`src/thermo_channel_consts.svh`:
```
// constants for the thermoelectric channel set point and status block
`ifndef THERMO_CHANNEL_CONSTS_SVH
`define THERMO_CHANNEL_CONSTS_SVH

// channel count and widths
`define NUM_CH 4
`define CH_W 2
`define ADDR_W 8
`define DATA_W 32
`define SP_W 24
`define STEP_W 14
`define EV_W 16
`define STB_W 8
`define SENS_W 3
`define POS_W 3
`define MODE_W 2

// step size limits and reset value
`define STEP_MIN 14'h0001
`define STEP_MAX 14'h270F
`define STEP_RST 14'h0001

// sensor codes returned by the sensor query
`define SENS_NONE 3'h0
`define SENS_THERM_HI 3'h1
`define SENS_THERM_LO 3'h2
`define SENS_LIN_V 3'h3
`define SENS_CURR 3'h4
`define SENS_RTD 3'h5

// selector switch positions
`define POS_THERM 3'h0
`define POS_LIN_V 3'h1
`define POS_CURR 3'h2
`define POS_RTD 3'h3

// register byte offsets
`define REG_CHAN_SEL 8'h00
`define REG_MODE 8'h04
`define REG_SET_ITE 8'h08
`define REG_SET_R 8'h0C
`define REG_SET_T 8'h10
`define REG_STEP 8'h14
`define REG_STEP_CMD 8'h18
`define REG_SENSOR 8'h1C
`define REG_CHAN_SUM 8'h20
`define REG_EVENT 8'h24
`define REG_EVENT_EN 8'h28
`define REG_COND_EN 8'h2C
`define REG_MEAS_T 8'h30
`define REG_STATUS_BYTE 8'h34
`define REG_CHAN_EN 8'h38
`define REG_IRQ_STATUS 8'h3C
`define REG_IRQ_MASK 8'h40

// field positions
`define EV_SENSOR_BIT 8
`define SUM_EVENT_BIT 0
`define SUM_COND_BIT 1
`define STB_EVENT_BIT 0
`define STB_COND_BIT 1
`define CMD_INC_BIT 0
`define CMD_DEC_BIT 1
`define IRQ_SENSOR_BIT 0
`define IRQ_STEP_REJ_BIT 1
`define IRQ_REFRESH_BIT 2
`define IRQ_W 3

// reset values
`define CHAN_EN_RST 4'hF
`define EN_RST 16'h0000
`define IRQ_MASK_RST 3'h0

// measurement refresh timing
`define REFRESH_MS 600
`define CLK_KHZ 250000
`define REFRESH_CYCLES (`REFRESH_MS * `CLK_KHZ)
`define REFRESH_CNT_W 28

`endif

```
`src/thermo_pkg.sv`:
```
// types shared by the thermoelectric channel block
package thermo_pkg;
`include "thermo_channel_consts.svh"

    // control modes of a channel
    typedef enum logic [`MODE_W-1:0] {
        MODE_ITE,
        MODE_R,
        MODE_T
    } mode_t;

    // rear selector switches of one channel
    typedef struct packed {
        logic [`POS_W-1:0] position;
        logic thermistor_current_switch;
    } sensor_sw_t;

    // drive request towards the analog loop of one channel
    typedef struct packed {
        mode_t mode;
        logic signed [`SP_W-1:0] target;
    } ctrl_out_t;
endpackage

```
`src/refresh_divider.sv`:
```
// divider giving a one-cycle measurement refresh pulse
`timescale 1ns/1ps
`include "thermo_channel_consts.svh"
module refresh_divider #(
    parameter int unsigned PERIOD = `REFRESH_CYCLES
) (
    input wire logic clock,
    input wire logic sys_rst,
    output logic tick
);
    localparam logic [`REFRESH_CNT_W-1:0] LAST = `REFRESH_CNT_W'(PERIOD - 1);

    logic [`REFRESH_CNT_W-1:0] count_ff;
    logic tick_ff;

    // free running count, wraps at the period
    always_ff @(posedge clock) begin
        if (sys_rst) begin
            count_ff <= '0;
        end else if (count_ff == LAST) begin
            count_ff <= '0;
        end else begin
            count_ff <= count_ff + `REFRESH_CNT_W'(1);
        end
    end

    // registered pulse so the consumer sees a clean edge
    always_ff @(posedge clock) begin
        if (sys_rst) begin
            tick_ff <= 1'b0;
        end else begin
            tick_ff <= (count_ff == LAST);
        end
    end

    assign tick = tick_ff;
endmodule

```
`src/thermo_channel_setpoint_status.sv`:
```
// per-channel set point, step, sensor and status command logic
// Behaviour
// - sensor codes 1..5 from switch setting
// - invalid switch setting reads code zero
// - switch change sets event bit 8, display
// - sensor selection has no remote write
// - set point reads return stored values
// - drive only active mode's set point
// - channel summary: event 1 plus condition 2
// - enabled channels OR into status bits 0,1
// - step accepted only from 1 to 9999
// - inc/dec moves active mode set point
// - step unit is active mode's resolution
// - step read returns stored integer step
// - temperature write stores T set point
// - measured temperature refreshed every 600 ms
// - measured temperature valid in all modes
// - measurement carries six significant digits
`timescale 1ns/1ps
`include "thermo_channel_consts.svh"
module thermo_channel_setpoint_status
    import thermo_pkg::*;
#(
    parameter int unsigned REFRESH_CYCLES = `REFRESH_CYCLES
) (
    input wire logic clock,
    input wire logic sys_rst,
    input wire logic [`ADDR_W-1:0] addr,
    input wire logic [`DATA_W-1:0] wdata,
    input wire logic wr_en,
    input wire logic rd_en,
    output logic [`DATA_W-1:0] rdata,
    input wire sensor_sw_t sensor_sw [`NUM_CH],
    input wire logic [`EV_W-1:0] cond_in [`NUM_CH],
    input wire logic signed [`SP_W-1:0] meas_temp_in [`NUM_CH],
    output ctrl_out_t ctrl_out [`NUM_CH],
    output logic [`SENS_W-1:0] display_code [`NUM_CH],
    output logic [`STB_W-1:0] status_byte,
    output logic irq
);
    // switch setting to sensor code
    function automatic logic [`SENS_W-1:0] sensor_decode(input sensor_sw_t sw);
        logic [`SENS_W-1:0] code;
        code = `SENS_NONE;
        case (sw.position)
            `POS_THERM: code = sw.thermistor_current_switch ? `SENS_THERM_HI : `SENS_THERM_LO;
            `POS_LIN_V: code = `SENS_LIN_V;
            `POS_CURR: code = `SENS_CURR;
            `POS_RTD: code = `SENS_RTD;
            default: code = `SENS_NONE;
        endcase
        return code;
    endfunction

    // signed set point or measurement, sign-extended to a bus word
    function automatic logic [`DATA_W-1:0] sext(input logic signed [`SP_W-1:0] v);
        return {{(`DATA_W-`SP_W){v[`SP_W-1]}}, v};
    endfunction

    // register hit on a write strobe
    function automatic logic wr_hit(input logic [`ADDR_W-1:0] a, input logic [`ADDR_W-1:0] off, input logic s);
        return s && (a == off);
    endfunction

    logic [`CH_W-1:0] sel_ff;
    mode_t mode_ff [`NUM_CH];
    logic signed [`SP_W-1:0] set_ite_ff [`NUM_CH];
    logic signed [`SP_W-1:0] set_r_ff [`NUM_CH];
    logic signed [`SP_W-1:0] set_t_ff [`NUM_CH];
    logic [`STEP_W-1:0] step_ff [`NUM_CH];
    logic [`EV_W-1:0] event_ff [`NUM_CH];
    logic [`EV_W-1:0] event_en_ff [`NUM_CH];
    logic [`EV_W-1:0] cond_en_ff [`NUM_CH];
    logic signed [`SP_W-1:0] meas_ff [`NUM_CH];
    sensor_sw_t prev_sw_ff [`NUM_CH];
    logic primed_ff;
    logic [`SENS_W-1:0] disp_ff [`NUM_CH];
    ctrl_out_t ctrl_ff [`NUM_CH];
    logic [`NUM_CH-1:0] chan_en_ff;
    logic [`STB_W-1:0] stb_ff;
    logic [`IRQ_W-1:0] irq_status_ff;
    logic [`IRQ_W-1:0] irq_mask_ff;
    logic [`DATA_W-1:0] rdata_ff;
    logic [`DATA_W-1:0] nxt_rdata;
    logic [`IRQ_W-1:0] nxt_irq_status;

    logic refresh_tick;
    logic step_cmd;
    logic inc_cmd;
    logic dec_cmd;
    logic step_wr;
    logic step_ok;
    logic step_rej;
    logic signed [`SP_W-1:0] step_delta;
    logic [`NUM_CH-1:0] sw_change;
    logic [`NUM_CH-1:0] ev_sum;
    logic [`NUM_CH-1:0] cond_sum;

    refresh_divider #(
        .PERIOD(REFRESH_CYCLES)
    ) u_refresh (
        .clock(clock),
        .sys_rst(sys_rst),
        .tick(refresh_tick)
    );

    // command decode; increment wins if both bits are written at once
    assign step_cmd = wr_hit(addr, `REG_STEP_CMD, wr_en);
    assign inc_cmd = step_cmd && wdata[`CMD_INC_BIT];
    assign dec_cmd = step_cmd && wdata[`CMD_DEC_BIT] && !wdata[`CMD_INC_BIT];
    assign step_wr = wr_hit(addr, `REG_STEP, wr_en);
    assign step_ok = (wdata[`DATA_W-1:`STEP_W] == '0) && (wdata[`STEP_W-1:0] >= `STEP_MIN)
        && (wdata[`STEP_W-1:0] <= `STEP_MAX);
    assign step_rej = step_wr && !step_ok;
    // step units equal the stored set point resolution, so no scaling is needed
    assign step_delta = inc_cmd ? `SP_W'(step_ff[sel_ff]) : -`SP_W'(step_ff[sel_ff]);

    // channel select; all but the channel enable, status byte and interrupt registers address this channel
    always_ff @(posedge clock) begin
        if (sys_rst) begin
            sel_ff <= '0;
        end else if (wr_hit(addr, `REG_CHAN_SEL, wr_en)) begin
            sel_ff <= wdata[`CH_W-1:0];
        end
    end

    // mode per channel; the unused encoding is ignored
    always_ff @(posedge clock) begin
        if (sys_rst) begin
            for (int i = 0; i < `NUM_CH; i++) begin
                mode_ff[i] <= MODE_T;
            end
        end else if (wr_hit(addr, `REG_MODE, wr_en) && (wdata[`MODE_W-1:0] <= MODE_T)) begin
            mode_ff[sel_ff] <= mode_t'(wdata[`MODE_W-1:0]);
        end
    end

    // set points: direct writes, or step on the active mode only
    always_ff @(posedge clock) begin
        if (sys_rst) begin
            for (int i = 0; i < `NUM_CH; i++) begin
                set_ite_ff[i] <= '0;
                set_r_ff[i] <= '0;
                set_t_ff[i] <= '0;
            end
        end else begin
            if (wr_hit(addr, `REG_SET_ITE, wr_en)) begin
                set_ite_ff[sel_ff] <= wdata[`SP_W-1:0];
            end
            if (wr_hit(addr, `REG_SET_R, wr_en)) begin
                set_r_ff[sel_ff] <= wdata[`SP_W-1:0];
            end
            if (wr_hit(addr, `REG_SET_T, wr_en)) begin
                set_t_ff[sel_ff] <= wdata[`SP_W-1:0];
            end
            if (inc_cmd || dec_cmd) begin
                case (mode_ff[sel_ff])
                    MODE_ITE: set_ite_ff[sel_ff] <= set_ite_ff[sel_ff] + step_delta;
                    MODE_R: set_r_ff[sel_ff] <= set_r_ff[sel_ff] + step_delta;
                    MODE_T: set_t_ff[sel_ff] <= set_t_ff[sel_ff] + step_delta;
                    default: set_t_ff[sel_ff] <= set_t_ff[sel_ff];
                endcase
            end
        end
    end

    // step size; out of range values leave the old step in place
    always_ff @(posedge clock) begin
        if (sys_rst) begin
            for (int i = 0; i < `NUM_CH; i++) begin
                step_ff[i] <= `STEP_RST;
            end
        end else if (step_wr && step_ok) begin
            step_ff[sel_ff] <= wdata[`STEP_W-1:0];
        end
    end

    // switch change detection; first sample after reset only primes
    always_comb begin
        for (int i = 0; i < `NUM_CH; i++) begin
            sw_change[i] = primed_ff && (sensor_sw[i] != prev_sw_ff[i]);
        end
    end

    // sensor switches are only sampled, software has no path to them
    always_ff @(posedge clock) begin
        if (sys_rst) begin
            primed_ff <= 1'b0;
            for (int i = 0; i < `NUM_CH; i++) begin
                prev_sw_ff[i] <= '0;
                disp_ff[i] <= `SENS_NONE;
            end
        end else begin
            primed_ff <= 1'b1;
            for (int i = 0; i < `NUM_CH; i++) begin
                prev_sw_ff[i] <= sensor_sw[i];
                if (sw_change[i] || !primed_ff) begin
                    disp_ff[i] <= sensor_decode(sensor_sw[i]);
                end
            end
        end
    end

    // event registers: write one to clear, a new event wins over the clear
    always_ff @(posedge clock) begin
        if (sys_rst) begin
            for (int i = 0; i < `NUM_CH; i++) begin
                event_ff[i] <= '0;
            end
        end else begin
            for (int i = 0; i < `NUM_CH; i++) begin
                logic [`EV_W-1:0] clr;
                logic [`EV_W-1:0] set;
                clr = '0;
                set = '0;
                if (wr_hit(addr, `REG_EVENT, wr_en) && (sel_ff == `CH_W'(i))) begin
                    clr = wdata[`EV_W-1:0];
                end
                set[`EV_SENSOR_BIT] = sw_change[i];
                event_ff[i] <= (event_ff[i] & ~clr) | set;
            end
        end
    end

    // summary enables and channel enables
    always_ff @(posedge clock) begin
        if (sys_rst) begin
            chan_en_ff <= `CHAN_EN_RST;
            for (int i = 0; i < `NUM_CH; i++) begin
                event_en_ff[i] <= `EN_RST;
                cond_en_ff[i] <= `EN_RST;
            end
        end else begin
            if (wr_hit(addr, `REG_CHAN_EN, wr_en)) begin
                chan_en_ff <= wdata[`NUM_CH-1:0];
            end
            if (wr_hit(addr, `REG_EVENT_EN, wr_en)) begin
                event_en_ff[sel_ff] <= wdata[`EV_W-1:0];
            end
            if (wr_hit(addr, `REG_COND_EN, wr_en)) begin
                cond_en_ff[sel_ff] <= wdata[`EV_W-1:0];
            end
        end
    end

    // per channel summaries of enabled events and conditions
    always_comb begin
        for (int i = 0; i < `NUM_CH; i++) begin
            ev_sum[i] = |(event_ff[i] & event_en_ff[i]);
            cond_sum[i] = |(cond_in[i] & cond_en_ff[i]);
        end
    end

    // status byte: any enabled channel can raise either bit
    always_ff @(posedge clock) begin
        if (sys_rst) begin
            stb_ff <= '0;
        end else begin
            stb_ff <= '0;
            stb_ff[`STB_EVENT_BIT] <= |(ev_sum & chan_en_ff);
            stb_ff[`STB_COND_BIT] <= |(cond_sum & chan_en_ff);
        end
    end

    // measurement latch; runs regardless of mode
    always_ff @(posedge clock) begin
        if (sys_rst) begin
            for (int i = 0; i < `NUM_CH; i++) begin
                meas_ff[i] <= '0;
            end
        end else if (refresh_tick) begin
            for (int i = 0; i < `NUM_CH; i++) begin
                meas_ff[i] <= meas_temp_in[i];
            end
        end
    end

    // drive target follows the active mode; other set points stay idle
    always_ff @(posedge clock) begin
        if (sys_rst) begin
            for (int i = 0; i < `NUM_CH; i++) begin
                ctrl_ff[i] <= '{mode: MODE_T, target: '0};
            end
        end else begin
            for (int i = 0; i < `NUM_CH; i++) begin
                ctrl_ff[i].mode <= mode_ff[i];
                case (mode_ff[i])
                    MODE_ITE: ctrl_ff[i].target <= set_ite_ff[i];
                    MODE_R: ctrl_ff[i].target <= set_r_ff[i];
                    MODE_T: ctrl_ff[i].target <= set_t_ff[i];
                    default: ctrl_ff[i].target <= '0;
                endcase
            end
        end
    end

    // interrupt status, sticky; a new event wins over a write-one clear
    always_comb begin
        nxt_irq_status = irq_status_ff;
        if (wr_hit(addr, `REG_IRQ_STATUS, wr_en)) begin
            nxt_irq_status = irq_status_ff & ~wdata[`IRQ_W-1:0];
        end
        if (|sw_change) begin
            nxt_irq_status[`IRQ_SENSOR_BIT] = 1'b1;
        end
        if (step_rej) begin
            nxt_irq_status[`IRQ_STEP_REJ_BIT] = 1'b1;
        end
        if (refresh_tick) begin
            nxt_irq_status[`IRQ_REFRESH_BIT] = 1'b1;
        end
    end

    // interrupt status and mask registers
    always_ff @(posedge clock) begin
        if (sys_rst) begin
            irq_status_ff <= '0;
            irq_mask_ff <= `IRQ_MASK_RST;
        end else begin
            irq_status_ff <= nxt_irq_status;
            if (wr_hit(addr, `REG_IRQ_MASK, wr_en)) begin
                irq_mask_ff <= wdata[`IRQ_W-1:0];
            end
        end
    end

    // read mux; unmapped offsets read zero
    always_comb begin
        nxt_rdata = '0;
        case (addr)
            `REG_CHAN_SEL: nxt_rdata[`CH_W-1:0] = sel_ff;
            `REG_MODE: nxt_rdata[`MODE_W-1:0] = mode_ff[sel_ff];
            `REG_SET_ITE: nxt_rdata = sext(set_ite_ff[sel_ff]);
            `REG_SET_R: nxt_rdata = sext(set_r_ff[sel_ff]);
            `REG_SET_T: nxt_rdata = sext(set_t_ff[sel_ff]);
            `REG_STEP: nxt_rdata[`STEP_W-1:0] = step_ff[sel_ff];
            `REG_SENSOR: nxt_rdata[`SENS_W-1:0] = sensor_decode(sensor_sw[sel_ff]);
            `REG_CHAN_SUM: begin
                nxt_rdata[`SUM_EVENT_BIT] = ev_sum[sel_ff];
                nxt_rdata[`SUM_COND_BIT] = cond_sum[sel_ff];
            end
            `REG_EVENT: nxt_rdata[`EV_W-1:0] = event_ff[sel_ff];
            `REG_EVENT_EN: nxt_rdata[`EV_W-1:0] = event_en_ff[sel_ff];
            `REG_COND_EN: nxt_rdata[`EV_W-1:0] = cond_en_ff[sel_ff];
            // fixed point in 0.0001 degC keeps six significant digits
            `REG_MEAS_T: nxt_rdata = sext(meas_ff[sel_ff]);
            `REG_STATUS_BYTE: nxt_rdata[`STB_W-1:0] = stb_ff;
            `REG_CHAN_EN: nxt_rdata[`NUM_CH-1:0] = chan_en_ff;
            `REG_IRQ_STATUS: nxt_rdata[`IRQ_W-1:0] = irq_status_ff;
            `REG_IRQ_MASK: nxt_rdata[`IRQ_W-1:0] = irq_mask_ff;
            default: nxt_rdata = '0;
        endcase
    end

    // read data stand only in the cycle after the strobe
    always_ff @(posedge clock) begin
        if (sys_rst) begin
            rdata_ff <= '0;
        end else begin
            rdata_ff <= rd_en ? nxt_rdata : '0;
        end
    end

    assign rdata = rdata_ff;
    assign status_byte = stb_ff;
    assign irq = |(irq_status_ff & irq_mask_ff);
    assign ctrl_out = ctrl_ff;
    assign display_code = disp_ff;
endmodule

```
`config.mk`:
```
export PLATFORM = sky130hd
export DESIGN_NAME = thermo_channel_setpoint_status
export DESIGN_NICKNAME = d
export VERILOG_FILES = /design/src/thermo_pkg.sv /design/src/refresh_divider.sv /design/src/thermo_channel_setpoint_status.sv
export VERILOG_INCLUDE_DIRS = /design/src /design/src/src
export SDC_FILE = /design/constraint.sdc
export NUM_CORES = 2
export LEC_CHECK = 0
export BUFFER_PORTS_ARGS = -buffer_cell sky130_fd_sc_hd__buf_2
export CORE_UTILIZATION = 40
export CTS_CLUSTER_DIAMETER = 150
export DETAILED_ROUTE_END_ITERATION = 6
export PLACE_DENSITY = 0.69
export SYNTH_ARGS = -nofsm -noshare
export SYNTH_HDL_FRONTEND = slang
export SYNTH_SLANG_ARGS = --single-unit
```
`constraint.sdc`:
```
create_clock -name clock -period 6.1 [get_ports clock]
set_clock_uncertainty 0.2 [all_clocks]
set_input_delay 1.83 -clock clock [delete_from_list [all_inputs] [get_ports clock]]
set_output_delay 1.83 -clock clock [all_outputs]
set_load 0.1 [all_outputs]
```
==> out/results.ini <==
[run_status]
status = completed

[clock_network]
clock_sinks = 842
cts_max_level = 3
cts_tree = yes
post_cts_buffers = 0
worstSkewPairLatency_ps = 710
cts.clk_slew.worst_paths_ps = 60
cts_buffer_depth = 3
cts_resized = 0
cts_buffers = 91
postCtsHoldBufs = 0
cts_root_buffer = clkbuf_16

[floorplan]
fp.coreArea_um2 = 102000
die_w_um = 322
start_util_pct = 40.3
fp.dieH_um = 322
row_count = 117
io_pins = 377
die_area_um2 = 104000

[timing]
period_share_pct = 92.2
drv_slew = 0
max_freq_mhz = 178
hold_violations = 0
tightest_slew_ps = 1220
max_slew_margin_pct = 18.4
setup_tns_ps = 0
min_period_ps = 5630
finalSetupViolations = 0
rsz0062_at_grt = no

[logic_synthesis]
syn-instance-count = 3640
synth_warnings = 0
synth-seq-cells = 842
ys_types = 75
synth-edff-count = 576
yosysSeqAreaShare_pct = 55.2
synth_top_area_share_pct = 42.2
synth_area_leaders = edfxtp_1 42%, dfxtp_1 13%, mux4_2 9.1%
yosys.area.top_type = edfxtp_1
avgSynthCellArea_um2 = 11.3
synthesis.area_um2 = 41000
synthFlopType = edfxtp_1
async_flop_share_pct = 0

[power]
ir_drop_v = 0.000204
power_frac_comb_pct = 9.7
intPower_mw = 9.75
power.density_nw_per_um2 = 271
pwr-share-seq_pct = 48.6
p_leak_nw = 18.9
p_clk_share_pct = 41.7
switching_power_mw = 3.37
switching_share_pct = 25.7

[critical_path]
reg2regPathDepth = 17
start_kind = input pin
cp.required_ps = 6320
max_stage_delay_ps = 440
crit_type = in2reg
cpMaxStageDelayCell = o211ai_1
reg2reg_slack_ps = 550
arrival_ps = 5850
worstPathCellList = buf_2 -> nor2_1 -> nand2_1 -> nor2_1 -> buf_4 -> buf_4 -> nand2_1 -> nor2_1 -> buf_4 -> nor2_1 -> xor2_1 -> ha_1 -> nor2b_1 -> o21ai_0 -> a21boi_0 -> o211ai_1 -> a21oi_1 -> o221ai_1 -> o21ai_0 -> xnor2_1 -> a22oi_1 -> buf_4 -> nor2_1
cp_common_cell = nor2_1
cp-end-kind = flip-flop
worstPathMaxFanout = 5

[job]
drv_cap = 0

[layout]
final_nets = 4377
utilization_pct = 47.6
fin_cells = 5532
synthToLayoutAreaGrowth_pct = 17.9
drive_gt1_share_pct = 22.3
fillers = 9325
stdcell_area_um2 = 48300

[worst_hold_path]
worstHoldPathType = reg2reg
hold_depth = 2

[global_route]
grt_util_met3_pct = 8.69
met2_usage_pct = 44.7
grt_pass1_vias = 31230
grt_util_all_layers_pct = 29.7
grt_max_degree = 83
grt_overflow = 0
grt_pass1_wl_um = 220000
antenna_found_initial = 13
met1_usage_pct = 39.1
top_usage_layer = met2

[detailed_routing]
vias_per_cell = 5.94
wl_per_cell_um = 28.3
routed_wl_um = 156000
num_vias = 32866
ant_nets = 0
drc = 0
firstDrtPassIters = 6
drt_iter0_drc = 5042

[place]
place_hpwl_um = 114000
placed_cells = 5358
io_buffer_count = 370
place_area_um2 = 45300
gp_congestion = 0.993

metrics by stage:
| step | worst slack, ps | hold WS, ps | power, mW |
|---|---|---|---|
| 3_3_place_gp | -135 | 233 | 7.73 |
| 4_1_cts | 560 | 247 | 13.1 |
| 6_report | 473 | 250 | 13.1 |
| 2_1_floorplan | 60.7 | 221 | 7.20 |
| 3_5_place_dp | -143 | 236 | 7.73 |
| 5_1_grt | 0.629 | 263 | 13.5 |
cells in the mapped netlist (5+ instances only):
cell type  number
dfxtp_1       266
xor2_1         59
or2_2           7
edfxtp_1      576
clkbuf_1      169
o22ai_1         6
o21ai_1        15
a21oi_1       259
nand2b_1       15
a31oi_1        22
nor2_1        699
a21o_1         20
xnor2_1        49
buf_2          25
o21bai_1        5
a22o_1         30
o21ai_0        68
a221oi_1       27
and3_1         25
inv_1         102
nor4_1         22
or3_1           7
a22oi_1       134
mux2i_1       116
nor2b_1        34
nand4_1        16
and2_1        131
a21boi_0        6
nand3_1        63
ha_1           71
mux4_2        166
o22a_1         12
buf_1          33
a211oi_1       14
buf_4          14
o21a_1          7
nor3_1         24
o211ai_1       19
nand2_1       241
critical path: cells and delay by family:
kind                       cells  cell delay [ps]
buffers and inverters          5              700
xor gates and xnor gates       2              490
and+or+nand+nor                8              820
AOI/OAI and AO/OA              7             1660
adders and majority gates      1              330
flip-flops by register name (all words and copies together), names as in the netlist, 12 cells and up, named ones only:
register and flops:
cond_en_ff 64, set_ite_ff 96, event_en_ff 64, u_refresh.count_ff 28, set_r_ff 96, rdata 24, display_code 12, ctrl_out 104
event_ff 64, step_ff 56, meas_ff 96, prev_sw_ff 16, set_t_ff 96
per-layer routing:
metal	wire length, µm	vias to the layer above
met5	92	-
met4	8040	14
met3	20400	409
met2	68700	2363
met1	59100	15929
li1	-	14151
cell usage in the layout (no fill, tap or decap), types with 7 or more instances in the layout:
cell type	count
clkbuf_8	9
clkinv_2	9
o21ai_1	20
nand3_1	63
or3_1	7
o211ai_1	19
a21oi_1	259
nor4_1	22
a22oi_1	134
nand2_1	241
a221oi_1	27
a21o_1	20
xor2_1	59
and3_1	25
buf_2	369
nand4_1	16
o21ai_0	55
clkinv_1	13
a211oi_1	14
o21ai_2	8
inv_1	102
buf_4	212
ha_1	71
a22o_1	30
nor2_1	697
nor3_1	22
xnor2_1	49
nand2b_1	14
mux2i_1	116
and2_1	131
clkbuf_16	94
mux4_2	166
o22a_1	12
nor2b_1	29
a31oi_1	22
clkbuf_1	26
dfxtp_1	264
o21a_1	7
edfxtp_1	576
layout make-up:
type                            instances  area (µm²)  area share [%]
Clock buffer                          129        2570            5.33
Sequential cell                       842       22600            46.8
Clock inverter                         41         383           0.792
Multi-Input combinational cell       2456       17000            35.3
Antenna cell                            4        10.0          0.0207
Tap cell                             1368        1710            3.54
Inverter                              104         390           0.808
Timing Repair Buffer                  588        3570            7.39
path summary, 6_finish.rpt:
path	start	endpoint
worst max-delay path	addr[7]	set_r_ff[2][20]
worst min register to register	event_ff[3][3]	event_ff[3][3]
worst min-delay path	event_ff[3][3]	event_ff[3][3]
worst max register to register	flip-flop	set_ite_ff[0][23]
power groups by stage:
stage               clock network (mW)  logic, mW  registers (mW)
global placement                     0       1.25            6.48
detailed placement                   0       1.25            6.49
CTS                               5.52       1.25            6.37
floorplan                            0      0.548            6.65
finish                            5.47       1.27            6.37
global route                      5.75       1.33            6.38
kinds of logic after synthesis:
group / share of synthesized area, %
AOI/OAI and AO/OA: 10.6
xor gates and xnor gates: 2.31
adders and majority gates: 2.31
buffers and inverters: 3.42
DFF: 55.2
muxes: 12.0
other: 0.00915
and+or+nand+nor: 14.1
Power figures use the tool's default switching activity.
